==> src/gpt_pkg.sv <==
// Package of register offsets, field positions, reset values and timing constants for the timer.
package gpt_pkg;

    // ==========================================================
    // Register map (byte addresses, one word per register)
    // ==========================================================
    localparam logic [7:0] ADDR_COUNT = 8'h00;
    localparam logic [7:0] ADDR_PERIOD = 8'h04;
    localparam logic [7:0] ADDR_CONTROL = 8'h08;
    localparam logic [7:0] ADDR_STATUS = 8'h0C;
    localparam logic [7:0] ADDR_IRQ_EN = 8'h10;
    localparam logic [7:0] ADDR_MODE = 8'h14;

    // ==========================================================
    // Control register fields
    // ==========================================================
    localparam int CTL_TIMER_ON = 15;
    localparam int CTL_IDLE_STOP = 13;
    localparam int CTL_GATE_EN = 6;
    localparam int CTL_PRESCALE_HI = 5;
    localparam int CTL_PRESCALE_LO = 4;
    localparam int CTL_SYNC_SEL = 2;
    localparam int CTL_CLK_SRC = 1;
    localparam logic [15:0] CTL_WRITE_MASK = 16'hA076;
    localparam logic [15:0] CTL_RESET = 16'h0000;
    localparam logic [15:0] COUNT_RESET = 16'h0000;
    localparam logic [15:0] PERIOD_RESET = 16'hFFFF;

    // ==========================================================
    // Status, enable and mode fields
    // ==========================================================
    localparam int STS_MATCH = 0;
    localparam int STS_GATE_FALL = 1;
    localparam int STS_WAKE = 2;
    localparam int MODE_SEC_OSC = 0;

    // ==========================================================
    // Prescale ratios
    // ==========================================================
    localparam logic [1:0] PS_DIV1 = 2'h0;
    localparam logic [1:0] PS_DIV8 = 2'h1;
    localparam logic [1:0] PS_DIV64 = 2'h2;
    localparam logic [1:0] PS_DIV256 = 2'h3;
    localparam logic [7:0] PS_TOP_DIV8 = 8'h07;
    localparam logic [7:0] PS_TOP_DIV64 = 8'h3F;
    localparam logic [7:0] PS_TOP_DIV256 = 8'hFF;

    localparam logic [1:0] RESP_OKAY = 2'h0;
    localparam logic [1:0] RESP_SLVERR = 2'h2;

    // ==========================================================
    // Timing
    // ==========================================================
    localparam int CLK_PERIOD_NS = 10;
    localparam int SYNC_STAGES = 2;

endpackage : gpt_pkg

==> src/gpt_timer.sv <==
// 16-bit timer/counter with prescaler, gating, real-time clock use and an AXI4-Lite register slave.
`timescale 1ns/1ps
`default_nettype none
// Operation
// - Timer mode counts instruction cycles up to period, then wraps to zero.
// - Idle with idle stop select set freezes the count; resumes after Idle.
// - Synchronous counter counts synchronized rising edges of the external clock.
// - Asynchronous counter counts every external rising edge, wrapping at period.
// - Asynchronous counter halts in Idle when idle stop select is set.
// - Gated mode counts instruction cycles only while the gate input is high.
// - A prescaler divides the selected clock by 1, 8, 64 or 256.
// - Count write, control write and reset clear the prescaler counter.
// - With the timer off the prescaler counter is not cleared.
// - Control writes keep the count; only count writes change it.
// - In Sleep counting continues only when on, external and asynchronous.
// - Counting in Sleep wraps at period and flags the match.
// - Count equal to period sets the match flag; enable drives the request.
// - Gated mode sets the flag on the gate falling edge.
// - Secondary oscillator enable, timer on and external source count oscillator rising edges.
// - Secondary oscillator enable stops normal modes and enables carry-out wake.
// - In Sleep the clock keeps counting while the oscillator runs, only with synchronization select clear.

module gpt_timer #(
    parameter int ADDR_W = 8
) (
    input wire logic clk,
    input wire logic reset,
    input wire logic cpu_idle,
    input wire logic cpu_sleep,
    input wire logic external_clock_gate_pin,
    input wire logic osc_32k_clk,
    input wire logic [ADDR_W-1:0] s_axi_awaddr,
    input wire logic s_axi_awvalid,
    output logic s_axi_awready,
    input wire logic [31:0] s_axi_wdata,
    input wire logic [3:0] s_axi_wstrb,
    input wire logic s_axi_wvalid,
    output logic s_axi_wready,
    output logic [1:0] s_axi_bresp,
    output logic s_axi_bvalid,
    input wire logic s_axi_bready,
    input wire logic [ADDR_W-1:0] s_axi_araddr,
    input wire logic s_axi_arvalid,
    output logic s_axi_arready,
    output logic [31:0] s_axi_rdata,
    output logic [1:0] s_axi_rresp,
    output logic s_axi_rvalid,
    input wire logic s_axi_rready,
    output logic timer_irq,
    output logic wake_event
);

    // The register decode needs at least five address bits and reads at most eight.
    if (ADDR_W < 5 || ADDR_W > 8) begin : g_bad_addr_w
        $error("gpt_timer: ADDR_W must lie between 5 and 8");
    end

    // ==========================================================
    // Input synchronisers and edge detection
    // ==========================================================
    logic [1:0] ext_sync_ff, osc_sync_ff, cpu_sync_ff, slp_sync_ff;
    logic ext_last_ff, osc_last_ff;
    logic [1:0] nxt_ext_sync, nxt_osc_sync, nxt_cpu_sync, nxt_slp_sync;
    logic nxt_ext_last, nxt_osc_last;
    logic ext_rise, ext_fall, osc_rise, idle_s, sleep_s;

    always_comb begin
        nxt_ext_sync = {ext_sync_ff[0], external_clock_gate_pin};
        nxt_osc_sync = {osc_sync_ff[0], osc_32k_clk};
        nxt_cpu_sync = {cpu_sync_ff[0], cpu_idle};
        nxt_slp_sync = {slp_sync_ff[0], cpu_sleep};
        nxt_ext_last = ext_sync_ff[1];
        nxt_osc_last = osc_sync_ff[1];
    end

    always_ff @(posedge clk) begin
        if (reset) begin
            ext_sync_ff <= 2'h0;
            osc_sync_ff <= 2'h0;
            cpu_sync_ff <= 2'h0;
            slp_sync_ff <= 2'h0;
            ext_last_ff <= 1'b0;
            osc_last_ff <= 1'b0;
        end else begin
            ext_sync_ff <= nxt_ext_sync;
            osc_sync_ff <= nxt_osc_sync;
            cpu_sync_ff <= nxt_cpu_sync;
            slp_sync_ff <= nxt_slp_sync;
            ext_last_ff <= nxt_ext_last;
            osc_last_ff <= nxt_osc_last;
        end
    end

    // The asynchronous counter is modelled by the same two-stage capture, as there is one clock.
    assign ext_rise = ext_sync_ff[1] & ~ext_last_ff;
    assign ext_fall = ~ext_sync_ff[1] & ext_last_ff;
    assign osc_rise = osc_sync_ff[1] & ~osc_last_ff;
    assign idle_s = cpu_sync_ff[1];
    assign sleep_s = slp_sync_ff[1];

    // ==========================================================
    // Registers and bus slave state
    // ==========================================================
    logic [15:0] count_ff, period_ff, ctl_ff;
    logic [15:0] nxt_count, nxt_period, nxt_ctl;
    logic [7:0] ps_ff, nxt_ps;
    logic match_ff, gfall_ff, wake_ff, irq_en_ff, sec_osc_ff;
    logic nxt_match, nxt_gfall, nxt_wake, nxt_irq_en, nxt_sec_osc;
    logic irq_ff, nxt_irq, wake_out_ff, nxt_wake_out;
    logic aw_ff, w_ff, bv_ff, ar_ff, rv_ff, awrdy_ff, wrdy_ff;
    logic nxt_aw, nxt_w, nxt_bv, nxt_rv, nxt_awrdy, nxt_wrdy, nxt_arrdy;
    logic [ADDR_W-1:0] awa_ff, nxt_awa;
    logic [31:0] wd_ff, nxt_wd, rd_ff, nxt_rd;
    logic [1:0] bresp_ff, nxt_bresp, rresp_ff, nxt_rresp;

    logic on, ext_src, sync_sel, gate_en, idle_stop;
    logic [1:0] ps_sel;
    logic [7:0] ps_top;
    logic tick, run, ps_done, at_period, wr_go;
    logic wr_count, wr_period, wr_ctl, wr_sts, wr_en, wr_mode;
    logic [7:0] wa, ra;

    assign on = ctl_ff[gpt_pkg::CTL_TIMER_ON];
    assign ext_src = ctl_ff[gpt_pkg::CTL_CLK_SRC];
    assign sync_sel = ctl_ff[gpt_pkg::CTL_SYNC_SEL];
    assign gate_en = ctl_ff[gpt_pkg::CTL_GATE_EN];
    assign idle_stop = ctl_ff[gpt_pkg::CTL_IDLE_STOP];
    assign ps_sel = ctl_ff[gpt_pkg::CTL_PRESCALE_HI:gpt_pkg::CTL_PRESCALE_LO];

    always_comb begin
        case (ps_sel)
            gpt_pkg::PS_DIV1: ps_top = 8'h00;
            gpt_pkg::PS_DIV8: ps_top = gpt_pkg::PS_TOP_DIV8;
            gpt_pkg::PS_DIV64: ps_top = gpt_pkg::PS_TOP_DIV64;
            default: ps_top = gpt_pkg::PS_TOP_DIV256;
        endcase
    end

    always_comb begin
        // Source clock edge selection.
        if (!ext_src) begin
            tick = gate_en ? ext_sync_ff[1] : 1'b1;
        end else if (sec_osc_ff) begin
            tick = osc_rise;
        end else begin
            tick = ext_rise;
        end
        // Run gating by power state.
        run = on;
        if (sec_osc_ff && !ext_src) begin
            run = 1'b0;
        end
        if (idle_s && idle_stop) begin
            run = 1'b0;
        end
        if (sleep_s && !(ext_src && !sync_sel)) begin
            run = 1'b0;
        end
    end

    assign ps_done = (ps_ff == ps_top);
    assign at_period = (count_ff == period_ff);
    assign wr_go = aw_ff && w_ff && !bv_ff;
    assign wa = 8'(awa_ff) & 8'hFC;
    assign ra = 8'(s_axi_araddr) & 8'hFC;
    assign wr_count = wr_go && wa == gpt_pkg::ADDR_COUNT;
    assign wr_period = wr_go && wa == gpt_pkg::ADDR_PERIOD;
    assign wr_ctl = wr_go && wa == gpt_pkg::ADDR_CONTROL;
    assign wr_sts = wr_go && wa == gpt_pkg::ADDR_STATUS;
    assign wr_en = wr_go && wa == gpt_pkg::ADDR_IRQ_EN;
    assign wr_mode = wr_go && wa == gpt_pkg::ADDR_MODE;

    // ==========================================================
    // Counter, prescaler and flags
    // ==========================================================
    always_comb begin
        nxt_count = count_ff;
        nxt_ps = ps_ff;
        nxt_period = period_ff;
        nxt_ctl = ctl_ff;
        nxt_irq_en = irq_en_ff;
        nxt_sec_osc = sec_osc_ff;
        nxt_match = match_ff;
        nxt_gfall = gfall_ff;
        nxt_wake = wake_ff;
        if (run && tick) begin
            nxt_ps = ps_done ? 8'h00 : ps_ff + 8'h01;
            if (ps_done) begin
                nxt_count = at_period ? 16'h0000 : count_ff + 16'h0001;
            end
        end
        // Software clears flags by writing ones; a same-cycle event still sets them.
        if (wr_sts) begin
            nxt_match = match_ff & ~wd_ff[gpt_pkg::STS_MATCH];
            nxt_gfall = gfall_ff & ~wd_ff[gpt_pkg::STS_GATE_FALL];
            nxt_wake = wake_ff & ~wd_ff[gpt_pkg::STS_WAKE];
        end
        if (run && tick && ps_done && at_period) begin
            nxt_match = 1'b1;
            if (sec_osc_ff) begin
                nxt_wake = 1'b1;
            end
        end
        if (on && gate_en && !ext_src && ext_fall) begin
            nxt_gfall = 1'b1;
        end
        if (wr_count) begin
            nxt_count = wd_ff[15:0];
        end
        if ((wr_count || wr_ctl) && on) begin
            nxt_ps = 8'h00;
        end
        if (wr_ctl) begin
            nxt_ctl = wd_ff[15:0] & gpt_pkg::CTL_WRITE_MASK;
        end
        if (wr_period) begin
            nxt_period = wd_ff[15:0];
        end
        if (wr_en) begin
            nxt_irq_en = wd_ff[0];
        end
        if (wr_mode) begin
            nxt_sec_osc = wd_ff[gpt_pkg::MODE_SEC_OSC];
        end
        nxt_irq = irq_en_ff && (match_ff || gfall_ff);
        nxt_wake_out = wake_ff;
    end

    always_ff @(posedge clk) begin
        if (reset) begin
            count_ff <= gpt_pkg::COUNT_RESET;
            period_ff <= gpt_pkg::PERIOD_RESET;
            ctl_ff <= gpt_pkg::CTL_RESET;
            ps_ff <= 8'h00;
            irq_en_ff <= 1'b0;
            sec_osc_ff <= 1'b0;
            match_ff <= 1'b0;
            gfall_ff <= 1'b0;
            wake_ff <= 1'b0;
            irq_ff <= 1'b0;
            wake_out_ff <= 1'b0;
        end else begin
            count_ff <= nxt_count;
            period_ff <= nxt_period;
            ctl_ff <= nxt_ctl;
            ps_ff <= nxt_ps;
            irq_en_ff <= nxt_irq_en;
            sec_osc_ff <= nxt_sec_osc;
            match_ff <= nxt_match;
            gfall_ff <= nxt_gfall;
            wake_ff <= nxt_wake;
            irq_ff <= nxt_irq;
            wake_out_ff <= nxt_wake_out;
        end
    end

    assign timer_irq = irq_ff;
    assign wake_event = wake_out_ff;

    // ==========================================================
    // AXI4-Lite slave
    // ==========================================================
    always_comb begin
        nxt_aw = aw_ff;
        nxt_w = w_ff;
        nxt_awa = awa_ff;
        nxt_wd = wd_ff;
        nxt_bv = bv_ff;
        nxt_bresp = bresp_ff;
        nxt_rv = rv_ff;
        nxt_rd = rd_ff;
        nxt_rresp = rresp_ff;
        if (s_axi_awvalid && awrdy_ff) begin
            nxt_aw = 1'b1;
            nxt_awa = s_axi_awaddr;
        end
        if (s_axi_wvalid && wrdy_ff) begin
            nxt_w = 1'b1;
            nxt_wd = s_axi_wdata;
        end
        if (wr_go) begin
            nxt_bv = 1'b1;
            nxt_aw = 1'b0;
            nxt_w = 1'b0;
            nxt_bresp = (wa > gpt_pkg::ADDR_MODE) ? gpt_pkg::RESP_SLVERR : gpt_pkg::RESP_OKAY;
        end
        if (bv_ff && s_axi_bready) begin
            nxt_bv = 1'b0;
        end
        if (s_axi_arvalid && ar_ff) begin
            nxt_rv = 1'b1;
            nxt_rresp = gpt_pkg::RESP_OKAY;
            case (ra)
                gpt_pkg::ADDR_COUNT: nxt_rd = {16'h0000, count_ff};
                gpt_pkg::ADDR_PERIOD: nxt_rd = {16'h0000, period_ff};
                gpt_pkg::ADDR_CONTROL: nxt_rd = {16'h0000, ctl_ff};
                gpt_pkg::ADDR_STATUS: nxt_rd = {29'h0, wake_ff, gfall_ff, match_ff};
                gpt_pkg::ADDR_IRQ_EN: nxt_rd = {31'h0, irq_en_ff};
                gpt_pkg::ADDR_MODE: nxt_rd = {31'h0, sec_osc_ff};
                default: begin
                    nxt_rd = 32'h0;
                    nxt_rresp = gpt_pkg::RESP_SLVERR;
                end
            endcase
        end else if (rv_ff && s_axi_rready) begin
            nxt_rv = 1'b0;
        end
        // Ready outputs are registered so that they come straight from flip-flops.
        nxt_awrdy = !nxt_aw;
        nxt_wrdy = !nxt_w;
        nxt_arrdy = !nxt_rv;
    end

    always_ff @(posedge clk) begin
        if (reset) begin
            aw_ff <= 1'b0;
            w_ff <= 1'b0;
            awa_ff <= '0;
            wd_ff <= 32'h0;
            bv_ff <= 1'b0;
            bresp_ff <= 2'h0;
            ar_ff <= 1'b0;
            awrdy_ff <= 1'b0;
            wrdy_ff <= 1'b0;
            rv_ff <= 1'b0;
            rd_ff <= 32'h0;
            rresp_ff <= 2'h0;
        end else begin
            aw_ff <= nxt_aw;
            w_ff <= nxt_w;
            awa_ff <= nxt_awa;
            wd_ff <= nxt_wd;
            bv_ff <= nxt_bv;
            bresp_ff <= nxt_bresp;
            ar_ff <= nxt_arrdy;
            awrdy_ff <= nxt_awrdy;
            wrdy_ff <= nxt_wrdy;
            rv_ff <= nxt_rv;
            rd_ff <= nxt_rd;
            rresp_ff <= nxt_rresp;
        end
    end

    assign s_axi_awready = awrdy_ff;
    assign s_axi_wready = wrdy_ff;
    assign s_axi_bvalid = bv_ff;
    assign s_axi_bresp = bresp_ff;
    assign s_axi_arready = ar_ff;
    assign s_axi_rvalid = rv_ff;
    assign s_axi_rdata = rd_ff;
    assign s_axi_rresp = rresp_ff;

    // ==========================================================
    // Checks
    // ==========================================================
    chk_count_wrap: assert property (@(posedge clk) disable iff (reset)
        (run && tick && ps_done && at_period && !wr_count) |=> count_ff == 16'h0000)
        else $error("count did not wrap at period");
    chk_idle_freeze: assert property (@(posedge clk) disable iff (reset)
        (idle_s && idle_stop && !wr_count) |=> $stable(count_ff))
        else $error("count moved while frozen in idle");
    chk_match_set: assert property (@(posedge clk) disable iff (reset)
        (run && tick && ps_done && at_period) |=> match_ff)
        else $error("match flag not set");
    chk_match_sticky: assert property (@(posedge clk) disable iff (reset)
        (match_ff && !wr_sts) |=> match_ff)
        else $error("match flag cleared by hardware");
    chk_ctl_keeps: assert property (@(posedge clk) disable iff (reset)
        (wr_ctl && !run) |=> $stable(count_ff))
        else $error("control write changed count");
    chk_ps_clear: assert property (@(posedge clk) disable iff (reset)
        (wr_count && on) |=> ps_ff == 8'h00)
        else $error("prescaler not cleared");
    chk_ps_hold: assert property (@(posedge clk) disable iff (reset)
        (!on) |=> $stable(ps_ff))
        else $error("prescaler moved while off");
    chk_sleep_stop: assert property (@(posedge clk) disable iff (reset)
        (sleep_s && !ext_src && !wr_count) |=> $stable(count_ff))
        else $error("count ran in sleep on internal clock");
    chk_gate_fall: assert property (@(posedge clk) disable iff (reset)
        (on && gate_en && !ext_src && ext_fall) |=> gfall_ff)
        else $error("gate fall flag not set");
    chk_irq_out: assert property (@(posedge clk) disable iff (reset)
        (irq_en_ff && match_ff) |=> timer_irq)
        else $error("interrupt not raised");

endmodule : gpt_timer
`default_nettype wire

==> config.mk <==
export PLATFORM = sky130hd
export DESIGN_NAME = gpt_timer
export DESIGN_NICKNAME = d
export VERILOG_FILES = /design/src/gpt_pkg.sv /design/src/gpt_timer.sv
export SDC_FILE = /design/constraint.sdc
export NUM_CORES = 1
export LEC_CHECK = 0
export ABC_AREA = 0
export BUFFER_PORTS_ARGS = -buffer_cell sky130_fd_sc_hd__buf_4
export CORE_ASPECT_RATIO = 0.7
export CORE_MARGIN = 3
export CORE_UTILIZATION = 49
export DETAILED_ROUTE_END_ITERATION = 10
export PLACE_DENSITY = 0.75
export SYNTH_ARGS = -nofsm -noshare
export SYNTH_HDL_FRONTEND = slang
export SYNTH_SLANG_ARGS = --single-unit
==> constraint.sdc <==
create_clock -name clk -period 2.1 [get_ports clk]
set_clock_uncertainty 0.15 [all_clocks]
set_input_delay 0.105 -clock clk [delete_from_list [all_inputs] [get_ports clk]]
set_output_delay 0.105 -clock clk [all_outputs]
set_load 0.005 [all_outputs]
==> results of run 1 <==
[critical path: cells and delay by family, from the launching register on]
| kind | cells | cell delay, ns |
|---|---|---|
| AO/OA/AOI/OAI | 2 | 0.64 |
| flip-flops | 1 | 0.33 |
| AND/OR/NAND/NOR | 4 | 0.63 |
| buffers and inverters | 2 | 0.28 |
[power groups by stage]
stage               clock network [W]  registers (W)  logic, W
finish                        0.00161        0.00219  0.000359
global route                  0.00170        0.00220  0.000393
CTS                           0.00163        0.00219  0.000347
detailed placement                  0        0.00224  0.000292
global placement                    0        0.00224  0.000285
floorplan                           0        0.00222  0.000192
[worst min-delay path by stage]
stage                                from               to  slack, ns  depth (start not counted)
final                     s_axi_araddr[4]  s_axi_rdata[10]       0.03                          4
after CTS                 s_axi_araddr[4]  s_axi_rdata[10]       0.02                          4
after global routing                reset      ext_last_ff       0.05                          2
after floorplan                  cpu_idle   cpu_sync_ff[0]       0.08                          1
after global placement        osc_32k_clk   osc_sync_ff[0]       0.16                          2
after detailed placement      osc_32k_clk   osc_sync_ff[0]       0.18                          2
[cell usage in the layout, fill, tap and decap left out, types with 10 or more instances in the layout]
cell type	Yosys	routed
nand4_1	11	11
dfxtp_2	0	11
a21oi_1	44	43
mux2i_1	10	10
nor2b_1	20	20
nand2_1	114	113
a22oi_1	24	21
buf_4	20	113
nand3b_1	16	16
dfxtp_1	111	98
dlygate4sd3_1	0	39
nor2_1	46	46
nand3_1	26	25
xnor2_1	18	12
conb_1	1	18
o211ai_1	11	11
[layout make-up]
class | instances | area, µm²
fill | 791 | 3110
multi-input combinational | 465 | 2800
sequential | 111 | 2240
timing repair buffer | 161 | 1380
clock buffer | 9 | 225
tap | 128 | 160
clock inverter | 5 | 43.8
inverter | 4 | 15.0
[registers in the layout, indices dropped and copies added, names as in the netlist, 2 cells and up]
signal       count
ext_sync_ff      2
count_ff        16
awa_ff           6
period_ff       16
cpu_sync_ff      2
ctl_ff           7
ps_ff            8
slp_sync_ff      2
s_axi_rdata     16
osc_sync_ff      2
wd_ff           16
[logic make-up (layout without fill, tap and decap cells)]
group	count (synthesis)	after routing
other	1	18
flip-flops	111	111
AND/OR/NAND/NOR	282	282
AO/OA/AOI/OAI	119	119
buffers and inverters	58	179
XOR/XNOR	24	24
multiplexers	20	20
adder cells (fa/ha/maj)	2	2
[timing repair]
action	CTS	global route
gates cloned	0	0
resized for setup	6	35
hold buffers	39	0
setup endpoints to repair	14	29
hold endpoints to repair	33	0
buffers inserted	0	8
pin swaps	2	9
[per-stage QoR]
| stage | power, W | setup TNS, ns | std cells | hold WS [ns] | setup slack (ns) |
|---|---|---|---|---|---|
| after floorplan | 0.00241 | 0 | 634 | 0.0832 | 0.0830 |
| after global placement | 0.00252 | -0.110 | 822 | 0.164 | -0.0530 |
| after detailed placement | 0.00253 | -0.465 | 822 | 0.179 | -0.125 |
| after CTS | 0.00417 | -0.0459 | 875 | 0.0196 | -0.0214 |
| after global routing | 0.00429 | -0.240 | 883 | 0.0461 | -0.0883 |
| final | 0.00417 | -0.0107 | 883 | 0.0257 | -0.0107 |
[routing by layer]
layer / vias up / routed length [µm] / share of wire
li1: 2390 / - / -
met1: 2300 / 6850 / 0.46
met2: 230 / 6340 / 0.43
met3: 20 / 1480 / 0.099
met4: 0 / 218 / 0.015
met5: - / 0 / 0
==> run metrics, run 1 <==
CTS Buf Count=9; busiest grt layer=met2; Most used DFF post-synth=dfxtp_1; synthesized instance count=617; simple-gate portion of the synthesized area=0.273; Fmax achieved=0.474 GHz; Synth top cells by count=114 x nand2_1, 111 x dfxtp_1, 46 x nor2_1; max_cap viols=0; Worst Path Arrival=2.22 ns; Worst EP required=roughly 2.2 ns; fin crit share=1.01; Startpoint Class=register; final setup vio count=1; Critical Path Start=ps_ff[2]; crit path capture=count_ff[11]; unrepaired setup endpoints after global routing=yes; CP max stage cell=a221o_1; Design Area, Final=approximately 7000 µm²; Worst Max-Slew Pin Slew=0.512 ns; clock transition at the registers of the reported paths=roughly 0.070 ns; Area contributors post-synth=dfxtp_1 43%, nand2_1 8.3%, a21oi_1 4.3%; critical path class=reg -> reg; crit path max fanout=5; area share of the largest cell type after synthesis=0.430; Final Hold Vio Count=0; pwr/cell area=606 nW/µm²; Post-DP Area=6020 µm²; post-synthesis register bit count=approximately 110; Clock Latency Late Sink=roughly 0.36 ns; Worst setup EP type=register; maximum vdd drop=0.000472 V; Max transition margin=0.659; Synth cell types=56; Top Ports=106; row count=30; met2 global-route usage=0.369; port buffer count=63; most common cell in the netlist=nand2_1; routing usage on met3=0.0600; Reg power frac=0.526; Net Sw Frac=0.246; CTS Root Cell=clkbuf_16; DRT Pass-1 Iters=5; depth of the CTS H-tree=3; Clock power frac=0.388; drt total wl=14,900 µm; Vias=a little under 5,000; via/cell ratio=5.59; Int Pwr=0.00314 W; die width=129 µm; CTS tree=built; Pins Over Slew Limit=0; Max Root-Sink Buffers=2; EDFF count, synth=0; CP Cell Sequence=nor4_2, nand2_1, a221o_1, nor3_4, buf_4, buf_6, nand2_2, o31ai_1; post-synthesis mux area share=0.0455; Period minus WS final=2.11 ns; Die H=91.9 µm; ant diodes=0; Avg Inst Size Synth=8.37 µm²; core box area=9980 µm²; min setup slack post-route=-0.0107 ns; Crit path largest cell delay=0.42 ns; share of cells above drive strength 1=0.244; failing checks=setup timing; GR Overflow Total=0; fin nets=817; post-layout util=0.688; FF-to-FF End=count_ff[11]; Initial DRC Count=401; die area=11,800 µm²; TritonCTS Sinks=111; hpwl dp=10,600 µm; P&R area growth vs syn=33.0%; largest net degree at the start of global routing=42; sequential area share after synthesis=0.430; worst reg2reg path startpoint=ps_ff[2]; number of global-route vias before repair=between 4,000 and 5,000; overall routing resource usage=0.251; antenna violations before repair=0; Routed WL per cell=around 17 µm; area leader, netlist=dfxtp_1; synth warn=0; first-pass GRT wire length=between 20,000 and 25,000 µm; post-synthesis cell area=5160 µm²; largest family of logic cells by synthesized area=simple AND/OR/NAND/NOR gates; P_sw=0.00103 W; R2R setup slack=-0.01 ns; status=complete, but fails checks; depth of the most critical reg-to-reg path=8; met1 Use GR=0.368; DRC viols=0; Starting Density=0.517; RePlAce Congestion=0.960; compound-gate portion of the synthesized area=0.146; adder-cell share of the synthesized area=0.00484; leakage=2.77 nW; Worst Hold Class=in -> reg; Post-Synth XOR/XNOR Area=0.0407; Comb pwr share=0.086; antenna-violating nets left=0; ys async rst share=0
No activity file was read; power rests on OpenSTA's default activity.
==> run 2: changes to the inputs <==
--- a/config.mk
+++ b/config.mk
@@ -8,10 +8,11 @@
 export ABC_AREA = 0
 export BUFFER_PORTS_ARGS = -buffer_cell sky130_fd_sc_hd__buf_4
 export CORE_ASPECT_RATIO = 0.7
-export CORE_MARGIN = 3
+export CORE_MARGIN = 1.5
 export CORE_UTILIZATION = 49
 export DETAILED_ROUTE_END_ITERATION = 10
-export PLACE_DENSITY = 0.75
+export PLACE_DENSITY = 0.73
+export SETUP_SLACK_MARGIN = 0.1
 export SYNTH_ARGS = -nofsm -noshare
 export SYNTH_HDL_FRONTEND = slang
 export SYNTH_SLANG_ARGS = --single-unit
==> constraint.sdc (replaced) <==
create_clock -name clk -period 2.3 [get_ports clk]
set_clock_uncertainty 0.15 [all_clocks]
set_input_delay 0.115 -clock clk [delete_from_list [all_inputs] [get_ports clk]]
set_output_delay 0.115 -clock clk [all_outputs]
set_load 0.005 [all_outputs]
==> run metrics, run 2 (same netlist as run 1, synthesis figures left out) <==
Startpoint Class=register; most common cell after layout, fill and taps aside=nand2_1; port buffer count=63 (unchanged); Crit path max-delay family=compound AO/OA/AOI/OAI gates; Worst Hold Class=in -> reg; ant diodes=0 (unchanged); Sum Neg Setup Slack=0 ns (+0.0107 ns); antenna violations before repair=0 (unchanged); via/cell ratio=5.57 (-0.39%); depth of the CTS H-tree=3 (unchanged); share of cells above drive strength 1=0.187 (-0.0566); Starting Density=0.501 (-0.0167); max_cap viols=0 (unchanged); Period minus WS final=2.11 ns (+0.00193 ns); clock transition at the registers of the reported paths=0.07 ns (about the same); GR Overflow Total=0 (unchanged); row count=31 (+3.3%); TritonCTS Sinks=111 (unchanged); worst path buffer plus inverter count=1 (-1); most frequent cells in the layout=112 x nand2_1, 109 x dfxtp_1, 92 x buf_4; largest net degree at the start of global routing=35 (-17%); CTS Buf Count=9 (unchanged); maximum vdd drop=0.000478 V (+1.4%); Top Ports=106 (unchanged); P&R area growth vs syn=27.7%; CP max stage cell=a221o_1; DRT Pass-1 Iters=8 (+3); leakage=2.61 nW (-5.9%); CTS Root Cell=clkbuf_16; fin crit share=0.919 (-0.0866); status=complete, but fails checks; overall routing resource usage=0.260 (+0.00883); RePlAce Congestion=0.927 (-3.4%); Routed WL per cell=16.2 µm (-3.7%); die width=126 µm (-2.3%); Design Area, Final=6590 µm² (-4.0%); number of global-route vias before repair=4,504 (-2.2%); Clock Latency Late Sink=0.36 ns (about the same); crit path max fanout=16 (+11); Post-DP Area=5830 µm² (-3.1%); Final Hold Vio Count=0 (unchanged); total power draw=0.00402 W (-3.4%); Max transition margin=0.593 (-0.0658); first-pass GRT wire length=22,600 µm (-3.2%); drt total wl=14,000 µm (-5.7%); pwr/cell area=610 nW/µm² (+0.67%); DRC viols=8 (+8); CTS tree=built; core box area=10,300 µm² (+3.3%); Vias=4,815 (-2.5%); Fmax achieved=0.473 GHz (about the same); Crit path largest cell delay=0.44 ns (+0.02 ns); final setup vio count=0 (-1); Setup Slack @ Placement=0.156 ns (+0.281 ns); Worst EP required=2.43 ns (+0.22 ns); post-layout util=0.639 (-0.0491); Worst Max-Slew Pin Slew=0.606 ns (+0.0941 ns); CP Cell Sequence=nor4_2, nand2_1, a221o_1, nor3_4, buf_12, mux2i_1, a211oi_1; die area=11,200 µm² (-5.5%); unrepaired setup endpoints after global routing=yes; critical path class=reg -> reg; hpwl dp=9880 µm (-6.6%); Max Root-Sink Buffers=2 (unchanged); Worst setup EP type=register; Initial DRC Count=504 (+26%); failing checks=DRC; Worst Path Arrival=2.24 ns (+0.02 ns); Die H=88.9 µm (-3.3%); min setup slack post-route=0.187 ns (+0.198 ns); Pins Over Slew Limit=0 (unchanged); antenna-violating nets left=0 (unchanged); fin nets=792 (-3.1%)
## run 2: changes by cell type in the layout (fill, tap and decap cells not counted), sizes merged
cell / previous run / this run
clkinv: 2 / 1
dlygate4sd3: 39 / 40
inv: 7 / 5
bufinv: 0 / 2
buf: 122 / 96
clkbuf: 9 / 12
## run 2: tightest hold or removal path: cells and delay by family
| kind | cells | cell delay (ns) |
|---|---|---|
| simple gates | 2 | 0.14 |
| buf+inv | 1 | 0.11 |
| compound gates | 1 | 0.14 |
## run 2: final timing paths
path / slack (ns) / cells past startpoint / to / from
min: 0.05 / 4 / s_axi_rdata[14] / s_axi_araddr[4]
min reg2reg: 0.29 / 1 / cpu_sync_ff[1] / cpu_sync_ff[0]
max: 0.19 / 7 / count_ff[0] / ps_ff[2]
max reg2reg: 0.19 / 7 / count_ff[0] / ps_ff[2]
## run 2: final cells by class
type | count | area [µm²]
fill | 881 | 3720
multi-input combinational | 465 | 2720
sequential | 111 | 2220
timing repair buffer | 136 | 1140
clock buffer | 12 | 246
tap | 132 | 165
clock inverter | 4 | 77.6
inverter | 4 | 15.0
## run 2: power by group
| group | internal, W | switching [W] | leakage (nW) |
|---|---|---|---|
| clock | 0.000992 | 0.000714 | 0.157 |
| combinational | 0.000160 | 0.000149 | 1.55 |
| sequential | 0.00196 | 0.0000466 | 0.900 |
## run 2: layer usage
| metal | global-route usage | routed length [µm] | share of wire | vias up |
|---|---|---|---|---|
| li1 | - | - | - | 2340 |
| met1 | 0.353 | 6550 | 0.47 | 2241 |
| met2 | 0.408 | 5970 | 0.43 | 210 |
| met3 | 0.0748 | 1290 | 0.092 | 24 |
| met4 | 0.0772 | 216 | 0.015 | 0 |
| met5 | 0 | 0 | 0 | - |
## run 2: repair_timing
action	CTS	global route
resized for setup	0	10
endpoints found under the hold margin	41	0
hold buffers	40	0
setup buffers	0	1
endpoints found under the setup margin	0	21
## run 2: per-stage QoR
| step | hold WS (ns) | std cells |
|---|---|---|
| after global routing | 0.0694 | 864 |
| final | 0.0461 | 864 |
| after detailed placement | 0.183 | 807 |
| after CTS | 0.0358 | 863 |
| after floorplan | 0.0932 | 634 |
| after global placement | 0.179 | 807 |
==> run 3: changes to the inputs <==
--- a/config.mk
+++ b/config.mk
@@ -12,6 +12,7 @@
 export CORE_UTILIZATION = 49
 export DETAILED_ROUTE_END_ITERATION = 10
 export PLACE_DENSITY = 0.73
+export RECOVER_POWER = 50
 export SETUP_SLACK_MARGIN = 0.1
 export SYNTH_ARGS = -nofsm -noshare
 export SYNTH_HDL_FRONTEND = slang
==> run metrics, run 3 (same netlist as run 1, synthesis figures left out) <==
port buffer count=63 (unchanged); P_sw=0.000904 W (-0.70%); drt total wl=14,000 µm (+0.11%); Die H=88.9 µm (unchanged); P&R area growth vs syn=27.5% (about the same); unrepaired setup endpoints after global routing=yes; Fill cells=884 (+0.34%); Comb pwr share=0.077 (about the same); maximum vdd drop=0.000477 V (-0.36%); crit path max fanout=12 (-4); depth of the CTS H-tree=3 (unchanged); CTS Root Cell=clkbuf_16; antenna-violating nets left=0 (unchanged); hold slack=0.0475 ns (+0.00142 ns); Pins Over Slew Limit=0 (unchanged); failing checks=DRC; Startpoint Class=register; Worst Max-Slew Pin Slew=0.599 ns (-0.00679 ns); largest net degree at the start of global routing=35 (unchanged); Routed WL per cell=16.3 µm (+0.11%); Worst Hold Class=in -> reg; Clock Latency Late Sink=0.36 ns (about the same); first-pass GRT wire length=22,600 µm (unchanged); Sum Neg Setup Slack=0 ns (unchanged); Clock power frac=0.423 (about the same); hpwl dp=9880 µm (unchanged); number of global-route vias before repair=4,504 (unchanged); Max transition margin=0.597 (+0.00456); core box area=10,300 µm² (unchanged); status=complete, but fails checks; antenna violations before repair=0 (unchanged); ant diodes=0 (unchanged); clock transition at the registers of the reported paths=0.07 ns (about the same); R2R setup slack=0.18 ns (about the same); routing usage on met3=0.0748 (unchanged); Net Sw Frac=0.225 (-0.00114); Int Pwr=0.00311 W (about the same); busiest grt layer=met2; pwr/cell area=610 nW/µm² (-0.10%); DRT Pass-1 Iters=8 (unchanged); CTS tree=built; final setup vio count=0 (unchanged); Worst Path Arrival=2.21 ns (-0.03 ns); leakage=2.59 nW (-0.70%); fin crit share=0.920 (+0.00118); via/cell ratio=5.59 (+0.27%); max_cap viols=0 (unchanged); die width=126 µm (unchanged); DRC viols=8 (unchanged); row count=31 (unchanged); Top Ports=106 (unchanged); fin nets=792 (unchanged); Final Hold Vio Count=0 (unchanged); met1 Use GR=0.353 (unchanged); Fmax achieved=0.473 GHz (-0.13%); Period minus WS final=2.12 ns (+0.00272 ns); met2 global-route usage=0.408 (unchanged); Vias=4,828 (+0.27%); Starting Density=0.501 (unchanged); critical path class=reg -> reg; total power draw=0.00402 W (-0.20%); Worst setup EP type=register; most common cell after layout, fill and taps aside=nand2_1; Reg power frac=0.500 (about the same); TritonCTS Sinks=111 (unchanged); overall routing resource usage=0.260 (unchanged); Initial DRC Count=452 (-10%); most frequent cells in the layout=112 x nand2_1, 109 x dfxtp_1, 65 x buf_4; CTS Buf Count=9 (unchanged); die area=11,200 µm² (unchanged); Worst EP required=2.40 ns (-0.03 ns); share of cells above drive strength 1=0.186 (-0.00137); Max Root-Sink Buffers=2 (unchanged); GR Overflow Total=0 (unchanged); RePlAce Congestion=0.927 (unchanged)
-- run 3: cell types whose count changed in the layout (fill, tap and decap cells not counted), sizes merged --
cell / before / now
clkbuf: 12 / 39
buf: 96 / 69
-- run 3: path summary, 6_finish.rpt --
path                   start  cells past startpoint        endpoint
max                ctl_ff[4]                      7    count_ff[12]
min reg2reg   cpu_sync_ff[0]                      1  cpu_sync_ff[1]
min          s_axi_araddr[4]                      4  s_axi_rdata[9]
max reg2reg        ctl_ff[4]                      7    count_ff[12]
-- run 3: area by class of cell --
| class | count | area (µm²) | area share |
|---|---|---|---|
| Multi-Input combinational cell | 465 | 2720 | 0.413 |
| Sequential cell | 111 | 2220 | 0.338 |
| Timing Repair Buffer | 136 | 1140 | 0.173 |
| Clock buffer | 12 | 246 | 0.0374 |
| Tap cell | 132 | 165 | 0.0251 |
| Clock inverter | 4 | 77.6 | 0.0118 |
| Inverter | 4 | 15.0 | 0.00228 |
-- run 3: timing repair --
action / 4_1_cts / 5_1_grt
resized for setup: 0 / 10
hold buffers: 40 / 0
endpoints found under the hold margin: 41 / 0
buffers inserted: 0 / 1
setup endpoints to repair: 0 / 21
-- run 3: routing by layer --
| layer | wire, µm | up-vias |
|---|---|---|
| met5 | 0 | - |
| met4 | 185 | 0 |
| met3 | 1500 | 22 |
| met2 | 5960 | 219 |
| met1 | 6400 | 2244 |
| li1 | - | 2343 |
-- run 3: per-stage QoR --
step | util | instances | setup slack (ns) | area, µm²
after global routing | 0.638 | 864 | 0.0704 | 6590
after CTS | 0.635 | 863 | 0.136 | 6550
after global placement | 0.565 | 807 | 0.180 | 5830
after floorplan | - | 634 | 0.283 | 5230
after detailed placement | 0.565 | 807 | 0.156 | 5830
final | 0.638 | 864 | 0.185 | 6590
-- run 3: critical path, cell delays in order (launching register included) --
cell	delay [ns]
dfxtp_1	0.44
nor2b_1	0.16
o211ai_1	0.13
a221oi_2	0.39
buf_6	0.22
o211ai_1	0.11
a22o_1	0.24
a22o_1	0.17
-- run 3: power groups by stage --
stage | Sequential (W) | Combinational (W) | Clock (W)
final | 0.00201 | 0.000308 | 0.00170
after global routing | 0.00201 | 0.000335 | 0.00181
after CTS | 0.00201 | 0.000304 | 0.00173
after detailed placement | 0.00205 | 0.000252 | 0
after global placement | 0.00205 | 0.000246 | 0
after floorplan | 0.00203 | 0.000175 | 0
